<file path="src/core/udr_pkg.sv">
// Constants and types for the descriptor responder.
// Shared by the responder core and its bench.
package udr_pkg;
  // Descriptor type codes
  localparam logic [7:0] DT_QUAL = 8'h06;
  localparam logic [7:0] DT_STRING = 8'h03;
  localparam logic [7:0] DT_COMP = 8'h30;
  // Device qualifier
  localparam logic [7:0] QUAL_LEN = 8'h0A;
  localparam logic [7:0] QUAL_RSVD = 8'h00;
  localparam logic [15:0] QUAL_BCD_DEF = 16'h0210;
  localparam logic [7:0] QUAL_CLASS_DEF = 8'hFF;
  localparam logic [7:0] QUAL_SUB_DEF = 8'h00;
  localparam logic [7:0] QUAL_PROTO_DEF = 8'hFF;
  localparam logic [7:0] QUAL_MPS_DEF = 8'h40;
  localparam logic [7:0] QUAL_NCFG_DEF = 8'h01;
  // Loadable fields, byte 0 at bits 7:0: bcd lo, bcd hi, class, sub,
  // protocol, max packet, configuration count
  localparam logic [55:0] QUAL_FIELD_DEF = {QUAL_NCFG_DEF, QUAL_MPS_DEF,
    QUAL_PROTO_DEF, QUAL_SUB_DEF, QUAL_CLASS_DEF, QUAL_BCD_DEF[15:8],
    QUAL_BCD_DEF[7:0]};
  // Language string
  localparam logic [7:0] LANG_LEN = 8'h04;
  localparam logic [8:0] LANG_ADDR_LO = 9'h023;
  localparam logic [8:0] LANG_ADDR_HI = 9'h024;
  // Bulk-in endpoint companion
  localparam logic [7:0] COMP_LEN = 8'h06;
  localparam logic [7:0] COMP_ATTR = 8'h00;
  localparam logic [15:0] COMP_BPI = 16'h0000;
  localparam logic [3:0] COMP_BURST_DEF = 4'h3;
  // Indexed strings
  localparam int STR_COUNT = 5;
  // Descriptor kinds
  localparam logic [1:0] K_QUAL = 2'h0;
  localparam logic [1:0] K_LANG = 2'h1;
  localparam logic [1:0] K_STR = 2'h2;
  localparam logic [1:0] K_COMP = 2'h3;

  typedef enum logic [1:0] {ST_IDLE, ST_PREP, ST_WAIT, ST_SHOW} udr_state_t;
endpackage : udr_pkg

</file>
<file path="src/core/udr_responder.sv">
// Descriptor responder: qualifier, string and bulk-in companion bytes.
// Assumes the control engine hands over one decoded request at a time
// and that the store image answers reads in the same cycle.
//
// Operation
// - A qualifier request is stalled while running SuperSpeed.
// - The qualifier is ten bytes with fixed length, type and last byte.
// - Version, class, subclass and protocol come from the store or defaults.
// - Max packet and configuration count are loaded and must match defaults; nothing checks this, they are sent as loaded.
// - Qualifier fields are taken from the opposite high or full speed set.
// - String zero is four bytes, length 04h, type 03h, then the language.
// - String zero stalls with no valid store or all string lengths zero.
// - String zero returns the store bytes at 0x23-0x24 as the language.
// - The language code in a string request is ignored.
// - Strings 1-5 stall with no valid store, zero length or zero offset.
// - An existing string is sent byte for byte from its store area.
// - The companion is six bytes, length 06h, type 30h, never from store.
// - The companion burst byte mirrors the configured bulk-in burst limit.
// - The companion attributes are 00h and bytes per interval 0000h.
`timescale 1ns/100ps
module udr_responder
  import udr_pkg::*;
(
  // Clock, reset, enable
  input wire logic clk,
  input wire logic rst,
  input wire logic ce,
  // Decoded request
  input wire logic req,
  input wire logic [7:0] req_type,
  input wire logic [7:0] req_index,
  input wire logic [15:0] req_langid,
  input wire logic [15:0] req_length,
  // Link state and configuration
  input wire logic speed_ss,
  input wire logic speed_hs,
  input wire logic [3:0] bulk_in_burst_limit,
  // Store contents
  input wire logic store_ok,
  input wire logic dev_loaded,
  input wire logic [55:0] hs_dev_fields,
  input wire logic [55:0] fs_dev_fields,
  input wire logic [39:0] str_len_flat,
  input wire logic [39:0] str_off_flat,
  output logic store_rd,
  output logic [8:0] store_addr,
  input wire logic [7:0] store_rdata,
  // Data stage
  output logic [7:0] tx_data,
  output logic tx_valid,
  output logic tx_last,
  input wire logic tx_ready,
  output logic stall,
  output logic done,
  output logic busy
);
  typedef struct packed {
    udr_state_t st;
    logic [1:0] kind;
    logic [7:0] base;
    logic [15:0] left;
    logic [7:0] pos;
    logic [7:0] data;
    logic tx_valid;
    logic tx_last;
    logic stall;
    logic done;
    logic busy;
    logic rd;
    logic [8:0] addr;
  } udr_reg_t;

  udr_reg_t r;
  udr_reg_t next_r;
  logic [55:0] qual_fields;
  logic [2:0] str_sel;
  logic [7:0] str_len;
  logic [7:0] str_off;

  // Bytes not taken from the store
  function automatic logic [7:0] fixed_byte(input logic [1:0] k,
      input logic [7:0] p, input logic [55:0] f, input logic [3:0] burst);
    int j;
    j = 0;
    fixed_byte = 8'h00;
    case (k)
      K_QUAL: begin
        if (p == 8'h00) fixed_byte = QUAL_LEN;
        else if (p == 8'h01) fixed_byte = DT_QUAL;
        else if (p < 8'h09) begin
          j = int'(p) - 2;
          fixed_byte = f[j*8 +: 8];
        end else fixed_byte = QUAL_RSVD;
      end
      K_LANG: begin
        if (p == 8'h00) fixed_byte = LANG_LEN;
        else fixed_byte = DT_STRING;
      end
      K_COMP: begin
        case (p)
          8'h00: fixed_byte = COMP_LEN;
          8'h01: fixed_byte = DT_COMP;
          8'h02: fixed_byte = {4'h0, burst};
          8'h03: fixed_byte = COMP_ATTR;
          8'h04: fixed_byte = COMP_BPI[7:0];
          default: fixed_byte = COMP_BPI[15:8];
        endcase
      end
      default: fixed_byte = 8'h00;
    endcase
  endfunction : fixed_byte

  // Opposite speed set, or defaults when nothing is loaded
  assign qual_fields = !dev_loaded ? QUAL_FIELD_DEF :
    (speed_hs ? fs_dev_fields : hs_dev_fields);
  assign str_sel = req_index[2:0] - 3'h1;
  assign str_len = str_len_flat[8*str_sel +: 8];
  assign str_off = str_off_flat[8*str_sel +: 8];

  always_comb begin
    logic [7:0] dlen;
    logic start;
    dlen = 8'h00;
    start = 1'b0;
    next_r = r;
    next_r.stall = 1'b0;
    next_r.done = 1'b0;
    next_r.rd = 1'b0;
    case (r.st)
      ST_IDLE: begin
        // The language code of a request is never looked at
        if (req) begin
          if (req_type == DT_QUAL) begin
            if (speed_ss) next_r.stall = 1'b1;
            else begin
              start = 1'b1;
              next_r.kind = K_QUAL;
              dlen = QUAL_LEN;
            end
          end else if (req_type == DT_STRING && req_index == 8'h00) begin
            if (!store_ok || str_len_flat == 40'h0) next_r.stall = 1'b1;
            else begin
              start = 1'b1;
              next_r.kind = K_LANG;
              dlen = LANG_LEN;
            end
          end else if (req_type == DT_STRING &&
                       req_index <= 8'(STR_COUNT)) begin
            if (!store_ok || str_len == 8'h00 || str_off == 8'h00)
              next_r.stall = 1'b1;
            else begin
              start = 1'b1;
              next_r.kind = K_STR;
              next_r.base = str_off;
              dlen = str_len;
            end
          end else if (req_type == DT_COMP) begin
            start = 1'b1;
            next_r.kind = K_COMP;
            dlen = COMP_LEN;
          end else next_r.stall = 1'b1;
          if (start) begin
            next_r.pos = 8'h00;
            next_r.left = (req_length < {8'h00, dlen}) ? req_length :
              {8'h00, dlen};
            if (next_r.left == 16'h0000) next_r.done = 1'b1;
            else begin
              next_r.st = ST_PREP;
              next_r.busy = 1'b1;
            end
          end
        end
      end
      ST_PREP: begin
        if (r.kind == K_STR) begin
          next_r.rd = 1'b1;
          next_r.addr = {1'b0, r.base} + {1'b0, r.pos};
          next_r.st = ST_WAIT;
        end else if (r.kind == K_LANG && r.pos >= 8'h02) begin
          next_r.rd = 1'b1;
          next_r.addr = (r.pos == 8'h02) ? LANG_ADDR_LO : LANG_ADDR_HI;
          next_r.st = ST_WAIT;
        end else begin
          next_r.data = fixed_byte(r.kind, r.pos, qual_fields,
            bulk_in_burst_limit);
          next_r.tx_valid = 1'b1;
          next_r.tx_last = (r.left == 16'h0001);
          next_r.st = ST_SHOW;
        end
      end
      ST_WAIT: begin
        next_r.data = store_rdata;
        next_r.tx_valid = 1'b1;
        next_r.tx_last = (r.left == 16'h0001);
        next_r.st = ST_SHOW;
      end
      ST_SHOW: begin
        if (tx_ready) begin
          next_r.tx_valid = 1'b0;
          next_r.tx_last = 1'b0;
          next_r.left = r.left - 16'h0001;
          next_r.pos = r.pos + 8'h01;
          if (r.left == 16'h0001) begin
            next_r.done = 1'b1;
            next_r.busy = 1'b0;
            next_r.st = ST_IDLE;
          end else next_r.st = ST_PREP;
        end
      end
      default: next_r.st = ST_IDLE;
    endcase
  end

  always_ff @(posedge clk) begin
    if (rst) r <= '0;
    else if (ce) r <= next_r;
  end

  assign tx_data = r.data;
  assign tx_valid = r.tx_valid;
  assign tx_last = r.tx_last;
  assign stall = r.stall;
  assign done = r.done;
  assign busy = r.busy;
  assign store_rd = r.rd;
  assign store_addr = r.addr;
  // Checks
  logic [15:0] sent_q;
  logic [15:0] lim_q;
  always_ff @(posedge clk) begin
    if (rst) begin
      sent_q <= 16'h0000;
      lim_q <= 16'h0000;
    end else if (ce) begin
      if (r.st == ST_IDLE && req) begin
        sent_q <= 16'h0000;
        lim_q <= req_length;
      end else if (r.tx_valid && tx_ready) sent_q <= sent_q + 16'h0001;
    end
  end
endmodule : udr_responder

</file>
<file path="config.mk">
export PLATFORM = sky130hd
export DESIGN_NAME = udr_responder
export DESIGN_NICKNAME = d
export VERILOG_FILES = /design/src/core/udr_pkg.sv /design/src/core/udr_responder.sv
export SDC_FILE = /design/constraint.sdc
export NUM_CORES = 1
export LEC_CHECK = 0
export ABC_AREA = 1
export BUFFER_PORTS_ARGS = -buffer_cell sky130_fd_sc_hd__buf_2
export CAP_MARGIN = 20
export CORE_MARGIN = 10
export CORE_UTILIZATION = 53
export CTS_CLUSTER_DIAMETER = 150
export CTS_CLUSTER_SIZE = 24
export DETAILED_ROUTE_END_ITERATION = 7
export HOLD_SLACK_MARGIN = 0.1
export PLACE_DENSITY_LB_ADDON = 0.15
export RECOVER_POWER = 25
export SYNTH_ARGS = -nofsm -noshare
export SYNTH_HDL_FRONTEND = slang
export SYNTH_SLANG_ARGS = --single-unit
</file>
<file path="constraint.sdc">
create_clock -name clk -period 13.66 [get_ports clk]
set_input_delay 2.732 -clock clk [delete_from_list [all_inputs] [get_ports clk]]
set_output_delay 2.732 -clock clk [all_outputs]
set_load 0.005 [all_outputs]
</file>
-- Word level (Yosys, flattened, before mapping)
Cells that the tools add are included.
- logic and storage cells: 150
- flip-flop bits (word level): 59
- output and inout bits: 23
- equal/unequal tests: 22
- reductions and logical operators: 28
- add/subtract/negate cells: 5
- shift operators: 3
- $lt $le $gt $ge: 4
- mux-type cells: 72
- bitwise operators: 3
- operators by type and width (operator ; count):
    $mux W56 ; 2
    $mux W8 ; 12
    $shiftx A40 B7 Y8 ; 2
    $mux W10 ; 6
    $shiftx A56 B12 Y8 ; 1
    $mux W24 ; 2
    $pmux W24 S2 ; 1
    $logic_not A40 Y1 ; 1
    $mux W36 ; 1
    $logic_not A8 Y1 ; 4
    $mux W2 ; 13
    $pmux W8 S3 ; 1
    $mux W1 ; 22
    $reduce_and A7 Y1 ; 3
    $pmux W6 S3 ; 1
    $eq A16 B1 Y1 const B ; 1
    $eq A8 B2 Y1 const B ; 2
    $logic_not A16 Y1 ; 1
    $lt A16 B8 Y1 ; 1
    $mux W16 ; 1
    $ne A2 B2 Y1 const B ; 8
    $pmux W8 S2 ; 1
    $sub A16 B1 Y16 const B ; 1
    $mux W3 ; 5
    other kinds (29) ; 44

-- Depth between registers and ports, before layout
Gate-level depths: netlist of run 1.
- depth in word-level cells: 18
- mapped depth: 37
- gate-level depth less buffers: 35

-- Worst setup path after synthesis of run 1
No wires, ideal clock.
- path type: input -> register
- start point: input req_index[0]
- end point: register r[57] (netlist bit)
- path slack: 6.983 ns
- cell stages on the path: 30
- library setup time: 0.067 ns
- data arrival time: 6.610 ns
- path through: inv_1 > buf_6 > buf_6 > ha_1 > buf_4 > clkinv_4 > buf_4 > nand3_1 > nand3_1 > nand2_1 > nand2_1 > nor2_1 > nand2_1 > nand2_1 > nor2_4 > inv_1 > nor3_2 > nand2_1 > ha_1 > a21oi_1 > o211ai_1 > a2111oi_2 > nand3_1 > nand2_1 > nand2_1 > nor2_1 > nand3_2 > nand2_1 > nand2_1 > a21oi_2
- longest elaborated chain between the ends: 16
- elaborated cells on any way between the ends: 29
- classes of those cells: 1 x add/sub; 2 x order compare; 2 x eq/ne; 2 x shift; 13 x mux; 9 x reduce/logical
- ends and longest elaborated chain (item ; line ; text):
    start, declared ; udr_responder.sv:31 ; input wire logic [7:0] req_index,
    $sub A3 B1 Y3 ; udr_responder.sv:116 ; assign str_sel = req_index[2:0] - 3'h1;
    $shiftx A40 B7 Y8 ; udr_responder.sv:117 ; assign str_len = str_len_flat[8*str_sel +: 8];
    $logic_not A8 Y1 ; udr_responder.sv:149 ; if (!store_ok || str_len == 8'h00 || str_off == 8'h00)
    $logic_or A1 B1 Y1 (2 in series) ; udr_responder.sv:149 ;
    $mux W8 ; udr_responder.sv:149 ;
    $mux W8 ; udr_responder.sv:147 ; end else if (req_type == DT_STRING &&
    $mux W8 ; udr_responder.sv:140 ; end else if (req_type == DT_STRING && req_index == 8'h00) begin
    $mux W8 ; udr_responder.sv:133 ; if (req_type == DT_QUAL) begin
    $mux W8 ; udr_responder.sv:132 ; if (req) begin
    $mux W8 ; udr_responder.sv:129 ; case (r.st)
    $lt A16 B8 Y1 ; udr_responder.sv:164 ; next_r.left = (req_length < {8'h00, dlen}) ? req_length :
    $mux W16 ; udr_responder.sv:164 ;
    $logic_not A16 Y1 ; udr_responder.sv:166 ; if (next_r.left == 16'h0000) next_r.done = 1'b1;
    $ne A2 B2 Y1 (no source line) ; - ;
    $reduce_and A5 Y1 (no source line) (*) ; - ;
    end signal, assigned ; udr_responder.sv:216 ; else if (ce) r <= next_r;
    end, declared ; udr_responder.sv:73 ; udr_reg_t r;
Every way passes the cells marked *; elsewhere a longest branch is shown, timed or not. The select of a mux whose other input is x is not followed.
A chain may end at the register's enable or synchronous reset.

-- Final worst setup path of run 1
- start point: input req_index[0]
- end point: register r[58] (netlist bit)
The elaborated chain is that of the path after synthesis.

==> results of run 1 <==
-- routing by layer --
metal  up-vias  GRT usage, %  share of wire (%)
li1       4148             -                  -
met1      3786         28.49                 38
met2       378         47.58                 49
met3        47         7.212                 10
met4         0         9.026                2.6
met5         -             0                  0
-- cell type report --
class | count | share of cell area, %
clock buffer | 11 | 3.055
clock inverter | 5 | 0.6614
inverter | 122 | 5.921
multi-input combinational | 866 | 56.39
sequential | 59 | 14.87
tap | 147 | 2.315
timing repair buffer | 270 | 16.79
-- where the power goes --
part	internal, mW	switching, mW
logic	0.0474	0.0636
clock network	0.145	0.0799
registers	0.173	0.000282
-- state kept, by name (all words and copies together) (netlist names) --
signal / cells
store_rd: 1
tx_valid: 1
tx_data: 8
store_addr: 9
busy: 1
r: 36
done: 1
tx_last: 1
stall: 1
-- kinds of logic (layout without fill, tap and decap cells) --
kind of cell / count (synthesis) / in the layout / share of synthesized area [%]
AOI/OAI and AO/OA: 246 / 246 / 22.73
xor gates and xnor gates: 5 / 5 / 0.6720
adders and majority gates: 33 / 33 / 6.450
buffers and inverters: 184 / 408 / 13.13
DFF: 59 / 59 / 18.12
muxes: 1 / 1 / 0.1728
and+or+nand+nor: 581 / 581 / 38.72
-- metrics by stage --
| step | setup slack [ps] | power [mW] | util (%) | hold WS, ps | instances |
|---|---|---|---|---|---|
| 2_1_floorplan | 6983 | 0.2393 | - | 426.9 | 1109 |
| 3_3_place_gp | 5229 | 0.2853 | 63.90 | 451.6 | 1464 |
| 3_5_place_dp | 5154 | 0.2868 | 63.90 | 453.5 | 1464 |
| 4_1_cts | 5454 | 0.5092 | 66.35 | 461.3 | 1480 |
| 5_1_grt | 4859 | 0.5311 | 66.15 | 484.3 | 1480 |
| 6_report | 5431 | 0.5089 | 66.15 | 458.3 | 1480 |
-- path summary, 6_finish.rpt --
check,end,cells past startpoint,slack (ps)
max,r[58],29,5430
min,r[52],2,460
max reg2reg,r[29],13,10010
min reg2reg,r[52],2,460
-- cell usage after synthesis (4+ instances only) --
| master | count |
|---|---|
| o221ai_1 | 6 |
| nor2_1 | 130 |
| nor4_1 | 18 |
| nand4_1 | 15 |
| o21ai_1 | 6 |
| nor3_1 | 18 |
| clkbuf_1 | 28 |
| o211a_1 | 5 |
| nand2_4 | 4 |
| nand3_1 | 91 |
| dfxtp_1 | 59 |
| a221oi_1 | 4 |
| inv_1 | 112 |
| nand3b_1 | 4 |
| buf_4 | 22 |
| a32o_1 | 4 |
| a211oi_1 | 4 |
| buf_6 | 9 |
| ha_1 | 32 |
| a211oi_2 | 4 |
| o21ai_0 | 97 |
| a21oi_1 | 76 |
| a31oi_1 | 11 |
| nand2_1 | 282 |
| o211ai_1 | 7 |
| a21oi_2 | 4 |
-- worst register-to-register path, cell delays in order, from the launching register on --
cell and delay, ps:
dfxtp_1 390, ha_1 760, clkinv_1 560, or2_2 440, o21ai_0 80, nor2_1 60, a21boi_4 170, o21ai_2 140
buf_4 370, inv_4 140, nand3_2 120, nor3_1 50, or2_1 210, nor2_1 90
==> metrics.yaml, run 1 <==
cells_and_area:
  antenna_cells: 0
  n_fill_cell: 1222
  drive_above_1_share_pct: 22.81
  stdcell_area_sq_mm: 0.007945
  fin_nets: 1622
  multi_input_area_sq_mm: 0.004481
  final_cell_mix: "nand2_1, buf_2, nor2_1"
  final_common_cell: "nand2_1"
  area.growth.synth_to_final_pct: 21.90
  seq_area_sq_mm: 0.001181
synthesis:
  netlist_instances: 1109
  ys.flop_type: "dfxtp_1"
  yosysWarnings: 0
  synth_fp_nets: 1403
  avgSynthCellArea_sq_um: 5.877
  async_flop_share_pct: 0
  synth_area_leader_cell: "dfxtp_1"
  synth_seq_area_share_pct: 18.12
  synth_top_area_share_pct: 18.12
  synth-edff-count: 0
  synth_seq_cells: 59
  synth_area_leaders: "dfxtp_1, nand2_1, nor2_1"
  synth_cell_types: 62
  synth_area_sq_mm: 0.006518
outcome:
  outcome: "finished, final reports clean"
min_path:
  hp-class: "reg -> reg"
  hold_path_startpoint: "r[52]"
worst_setup_path:
  crit_fanout: 39
  rr_startpoint: "r[57]"
  criticalPathCategory: "in -> reg"
  endpoint_kind: "register"
  cpPeakStageDelay_ps: 790
  start_kind: "input pin"
  path_common_cell: "nand2_1"
  cp-startpoint: "req_index[0]"
  worstPathArrival_ps: 8490
  crit_buf_inv: 6
  crit_family: "simple AND/OR/NAND/NOR gates"
  cp.required_ps: 13920
  slowest_stage: "a2111oi_2"
power_and_ir_drop:
  irDropWorstVdd_mv: 0.04462
  p_leak_nw: 4.003
  power_density_mw_per_mm2: 64.06
detailed_routing:
  ant_nets: 0
  num_vias: 8359
  wl_mm: 23.60
  post_drt_via_cell_ratio: 5.648
  drc: 0
  drtPass1Iterations: 6
  wire_per_inst_microns: 15.95
  drt_iter0_markers: 756
clock_tree:
  ctsResizeCount: 0
  clk_path_buf_depth: 2
  insertion_delay_ps: 330
  cts.sinks: 59
  postCtsSetupBuffers: 0
  cts_buffers: 9
  holdBufCountCts: 0
  tritoncts: "yes"
  htreeDepth: 3
  clk_pin_slew_ps: 50
  root_buffer: "clkbuf_16"
sta:
  final_hold_viol_count: 0
  drv_slew: 0
  relSlewSlack_pct: 33.66
  fin_crit_sh_pct: 60.24
  skew_ps: 7.282
  rsz0062_at_grt: "no"
  fmax_mhz: 121.5
  period_minus_slack_ps: 8229
  setup_violations: 0
  fin_tns_setup_ps: 0
  worst_slew_pin_slew_ps: 993.3
global_route:
  grt_pass1_wl_mm: 36.79
  track_usage_pct: 26.17
  antenna_found_initial: 0
  grt-ovfl-total: 0
  grt_max_degree: 58
  grt_pass1_vias: 7846
job:
  cap_violations: 0
die:
  chipHeight_microns: 130.9
  core_area_sq_mm: 0.01201
  ios: 284
  die_x_microns: 130.9
  rows: 40
  dieArea_sq_mm: 0.01713
  start_util_pct: 54.26
placed_design:
  dpl_cell_area_sq_mm: 0.007675
  hpwl_mm: 18.72
  gp_congestion: 0.9206
  portBuffers: 267
(Power assumes the default switching activity.)
==> run 2, diff against run 1 <==
--- a/config.mk
+++ b/config.mk
@@ -5,11 +5,11 @@
 export SDC_FILE = /design/constraint.sdc
 export NUM_CORES = 1
 export LEC_CHECK = 0
-export ABC_AREA = 1
+export ABC_AREA = 0
 export BUFFER_PORTS_ARGS = -buffer_cell sky130_fd_sc_hd__buf_2
 export CAP_MARGIN = 20
 export CORE_MARGIN = 10
-export CORE_UTILIZATION = 53
+export CORE_UTILIZATION = 44
 export CTS_CLUSTER_DIAMETER = 150
 export CTS_CLUSTER_SIZE = 24
 export DETAILED_ROUTE_END_ITERATION = 7
==> constraint.sdc (replaced) <==
create_clock -name clk -period 6.7 [get_ports clk]
set_input_delay 1.34 -clock clk [delete_from_list [all_inputs] [get_ports clk]]
set_output_delay 1.34 -clock clk [all_outputs]
set_load 0.005 [all_outputs]
==> metrics.yaml, run 2 <==
power_and_ir_drop:
  power_density_mw_per_mm2: 140.9
  power_mw: 1.093
  irDropWorstVdd_mv: 0.1588
  p_leak_nw: 3.255
sta:
  fmax_mhz: 180.3
  setup_slack_ps: 1153
  fin_tns_setup_ps: 0
  setup_violations: 0
  worst_slew_pin_slew_ps: 963.0
  final_hold_viol_count: 0
  rsz0062_at_grt: "no"
  skew_ps: 5.195
  fin_crit_sh_pct: 82.79
  period_minus_slack_ps: 5547
  drv_slew: 0
  relSlewSlack_pct: 35.80
global_route:
  grt_max_degree: 51
  grt-ovfl-total: 0
  grt_pass1_wl_mm: 35.18
  antenna_found_initial: 0
  grt_pass1_vias: 6908
  track_usage_pct: 21.88
clock_tree:
  ctsResizeCount: 0
  clk_pin_slew_ps: 50
  insertion_delay_ps: 330
  holdBufCountCts: 0
  root_buffer: "clkbuf_16"
  postCtsSetupBuffers: 0
  clk_path_buf_depth: 2
  tritoncts: "yes"
  htreeDepth: 3
  cts.sinks: 59
  cts_buffers: 9
cells_and_area:
  n_fill_cell: 1356
  drive_above_1_share_pct: 33.17
  regMostFlops: "r"
  final_common_cell: "buf_2"
  area.growth.synth_to_final_pct: 25.39
  seq_area_sq_mm: 0.001181
  multi_input_area_sq_mm: 0.004522
  antenna_cells: 0
  fin_nets: 1293
  final_cell_mix: "buf_2, a21oi_1, nor2_1"
  largest_reg_flops: 36
worst_setup_path:
  criticalPathCategory: "in -> reg"
  rr_startpoint: "r[23]"
  crit_buf_inv: 4
  path_common_cell: "inv_1"
  cp.required_ps: 6970
  start_kind: "input pin"
  crit_family: "simple AND/OR/NAND/NOR gates"
  cpPeakStageDelay_ps: 550
  slowest_stage: "ha_1"
  endpoint_kind: "register"
  worstPathCellList: "buf_2, inv_1, ha_1, and2_1, and3_1, o21ai_0, and3_2, nor4_1, inv_1, ha_1, nand4_1, inv_1, o2111ai_1, o21ai_2, mux2_2, and2_1, a221oi_2, mux2i_1"
  reg2reg_depth: 9
  r2r-end: "tx_last"
  r2r_slack_ps: 3170
  worstPathArrival_ps: 5810
  crit_fanout: 13
die:
  chipHeight_microns: 138.6
  die_x_microns: 138.6
  core_area_sq_mm: 0.01383
  ios: 284
  dieArea_sq_mm: 0.01921
  rows: 43
  start_util_pct: 44.77
detailed_routing:
  wire_per_inst_microns: 18.92
  drtPass1Iterations: 5
  drc: 0
  num_vias: 6802
  post_drt_via_cell_ratio: 5.745
  wl_mm: 22.40
  drt_iter0_markers: 306
  ant_nets: 0
job:
  cap_violations: 0
min_path:
  hold_path_end: "tx_data[0]"
  hold_depth: 2
  hp-class: "reg -> reg"
  hold_path_startpoint: "tx_data[0]"
synthesis:
  synth_area_sq_mm: 0.006190
  synth_seq_area_share_pct: 19.08
  synth-edff-count: 0
  synth_fp_nets: 1072
  synth_area_leader_cell: "dfxtp_1"
  avgSynthCellArea_sq_um: 7.956
  synth_area_leaders: "dfxtp_1, mux4_2, ha_1"
  async_flop_share_pct: 0
  synth_top_area_share_pct: 19.08
  synth_seq_cells: 59
  synth_common_cells: "a21oi_1, nor2_1, nand2_1"
  synthMostInstantiatedCell: "a21oi_1"
  yosysWarnings: 0
  synth_cell_types: 83
  netlist_instances: 778
  ys.flop_type: "dfxtp_1"
outcome:
  outcome: "finished, final reports clean"
placed_design:
  hpwl_mm: 18.57
  portBuffers: 267
  place_ws_ps: 786.1
  gp_congestion: 0.9469
[run 2: cell types whose count changed after synthesis, moves of 11 or more]
cell	previous run	this run
nand2_1	282	66
mux2_2	1	17
mux2i_1	0	40
o21ai_0	97	42
mux4_2	0	18
inv_1	112	29
nor2_1	130	68
a311oi_1	1	12
nand3_1	91	30
[run 2: worst max path at each step]
stage / startpoint / end / slack (ps) / cells after the start
after floorplan: req_index[0] / busy / 1160 / 22
after global placement: req_index[0] / busy / 830 / 18
after detailed placement: req_index[0] / busy / 790 / 18
after CTS: req_index[0] / busy / 1130 / 18
after global routing: req_index[0] / busy / 770 / 18
final: req_index[0] / busy / 1150 / 18
[run 2: power by group]
part / switching (mW) / internal, mW / total, mW
Clock: 0.162 / 0.343 / 0.505
Combinational: 0.116 / 0.119 / 0.235
Sequential: 0.000655 / 0.352 / 0.353
[run 2: logic make-up after synthesis]
logic type / count (synthesis) / synth area share, %
buf+inv: 98 / 7.863
simple gates: 268 / 21.55
flops: 59 / 19.08
compound gates: 228 / 25.31
mux: 79 / 17.57
xor+xnor: 13 / 1.840
fa+ha+maj: 33 / 6.792
[run 2: worst min-delay path, delay by kind of cell, from the launching register on]
kind            cells  cell delay (ps)
compound gates      1               50
simple gates        1               50
flops               1              310
[run 2: routing by layer]
metal / global-route usage, % / vias to the layer above / wire length (microns)
met3: 7.089 / 39 / 2011
met1: 24.41 / 3095 / 9030
met4: 7.103 / 0 / 552
met5: 0 / - / 0
li1: - / 3365 / -
met2: 38.40 / 303 / 10810
[run 2: layout make-up]
class / instances / share of cell area [%]
inverters: 31 / 1.499
flip-flops and latches: 59 / 15.22
clock inverters: 5 / 0.9673
clock buffers: 11 / 3.256
repair buffers: 277 / 17.89
multi-input cells: 621 / 58.26
well taps: 180 / 2.902
[run 2: through the flow]
stage	util [%]	area, sq um	cells	hold WS, ps
after floorplan	-	6190	778	432.2
after global placement	53.92	7456	1168	439.3
after detailed placement	53.92	7456	1168	448.7
after CTS	56.29	7784	1184	454.2
after global routing	56.13	7761	1184	482.5
final	56.13	7761	1184	458.6
==> run 3, diff against run 2 <==
--- a/config.mk
+++ b/config.mk
@@ -9,7 +9,7 @@
 export BUFFER_PORTS_ARGS = -buffer_cell sky130_fd_sc_hd__buf_2
 export CAP_MARGIN = 20
 export CORE_MARGIN = 10
-export CORE_UTILIZATION = 44
+export CORE_UTILIZATION = 49
 export CTS_CLUSTER_DIAMETER = 150
 export CTS_CLUSTER_SIZE = 24
 export DETAILED_ROUTE_END_ITERATION = 7
==> constraint.sdc (replaced) <==
create_clock -name clk -period 5.25 [get_ports clk]
set_input_delay 1.05 -clock clk [delete_from_list [all_inputs] [get_ports clk]]
set_output_delay 1.05 -clock clk [all_outputs]
set_load 0.005 [all_outputs]
==> metrics.yaml, run 3 (same netlist as run 2, synthesis figures left out) <==
sta:
  rsz0062_at_grt: "no"
  fmax_mhz: 201.6
  drv_slew: 0
  worst_slew_pin_slew_ps: 986.4
  period_minus_slack_ps: 4961
  final_hold_viol_count: 0
  fin_crit_sh_pct: 94.49
  setup_violations: 0
  relSlewSlack_pct: 34.24
  setup_slack_ps: 289.4
  skew_ps: 7.479
cells_and_area:
  antenna_cells: 0
  final_cell_mix: "buf_2, a21oi_1, nor2_1"
  fin_nets: 1305
  regMostFlops: "r"
  largest_reg_flops: 36
  final_common_cell: "buf_2"
  drive_above_1_share_pct: 34.15
  fin_cells: 1184
  area.growth.synth_to_final_pct: 26.82
clock_tree:
  postCtsSetupBuffers: 0
  holdBufCountCts: 0
  root_buffer: "clkbuf_16"
  clk_path_buf_depth: 2
  tritoncts: "yes"
  insertion_delay_ps: 330
  cts.sinks: 59
  clk_pin_slew_ps: 50
  htreeDepth: 3
  ctsResizeCount: 0
  cts_buffers: 9
worst_setup_path:
  r2r_slack_ps: 2220
  worstPathArrival_ps: 5210
  r2r-end: "tx_last"
  rr_startpoint: "r[23]"
  criticalPathCategory: "in -> reg"
  endpoint_kind: "register"
  reg2reg_depth: 10
  start_kind: "input pin"
  cp.required_ps: 5500
  crit_fanout: 10
placed_design:
  portBuffers: 267
  place_ws_ps: -3.446
  hpwl_mm: 17.85
  place_inst: 1168
  gp_congestion: 0.9042
die:
  dieArea_sq_mm: 0.01753
  start_util_pct: 50.69
  chipHeight_microns: 132.4
  ios: 284
  core_area_sq_mm: 0.01221
  rows: 40
  die_x_microns: 132.4
detailed_routing:
  num_vias: 6956
  ant_nets: 0
  post_drt_via_cell_ratio: 5.875
  wl_mm: 21.85
  drc: 0
  drtPass1Iterations: 5
  wire_per_inst_microns: 18.46
  drt_iter0_markers: 523
min_path:
  hold_depth: 2
  hold_path_startpoint: "store_addr[8]"
  hp-class: "reg -> reg"
  hold_path_end: "store_addr[8]"
global_route:
  antenna_found_initial: 0
  grt_max_degree: 51
  grt_pass1_vias: 7046
  grt_pass1_wl_mm: 34.98
  grt-ovfl-total: 0
  track_usage_pct: 23.73
power_and_ir_drop:
  power_density_mw_per_mm2: 174.6
  p_leak_nw: 3.319
  irDropWorstVdd_mv: 0.1609
outcome:
  outcome: "finished, final reports clean"
job:
  cap_violations: 0
-- run 3: cell count changes in the layout (fill, tap and decap cells not counted), sizes merged --
cell,delta
buf,+14
bufinv,-1
clkbuf,-1
clkinv,-1
clkinvlp,+1
-- run 3: final cells by class --
| cell class | instances | area (sq um) |
|---|---|---|
| multi-input combinational | 621 | 4522 |
| clock buffer | 12 | 266.5 |
| tap | 168 | 210.2 |
| inverter | 31 | 116.4 |
| clock inverter | 4 | 47.55 |
| fill | 1154 | 4362 |
| sequential | 59 | 1181 |
| timing repair buffer | 289 | 1506 |
-- run 3: per-stage QoR --
step | instance area (sq um) | hold slack (ps) | TNS [ps] | utilization, % | power [mW]
global route | 7850 | 470.2 | 0 | 64.28 | 1.426
global placement | 7556 | 440.7 | 0 | 61.88 | 0.7678
floorplan | 6190 | 432.2 | 0 | - | 0.6247
detailed placement | 7556 | 443.3 | -3.446 | 61.88 | 0.7707
CTS | 7870 | 450.2 | 0 | 64.45 | 1.380
finish | 7850 | 449.7 | 0 | 64.28 | 1.370
-- run 3: critical path: stages --
cell and delay (ps):
buf_2 110, inv_1 60, ha_1 420, buf_4 230, mux4_2 350, o41ai_4 510
nand3_1 270, a31o_2 290, a21oi_1 230, ha_1 220, o2111ai_1 170, o21ai_2 190
mux2_2 400, and2_1 190, a221oi_2 290, mux2i_1 210
-- run 3: per-layer routing --
metal | share of wire (%) | track usage [%]
met5 | 0 | 0
met4 | 2.3 | 7.946
met3 | 8.0 | 6.326
met2 | 49 | 42.08
met1 | 41 | 26.74
-- run 3: power by group --
group          internal, mW  leakage [nW]  switching [mW]  total, mW
combinational         0.161          2.69           0.152      0.313
sequential            0.450         0.476        0.000892      0.451
clock                 0.404         0.155           0.203      0.607
-- run 3: worst max-delay path by stage --
stage                             from    to  slack [ps]  cells past startpoint
after floorplan           req_index[0]  busy           1                     22
after global placement    req_index[0]  busy          40                     20
after detailed placement  req_index[0]  busy          -3                     16
after CTS                 req_index[0]  busy         310                     16
after global routing      req_index[0]  busy           3                     16
final                     req_index[0]  busy         290                     16
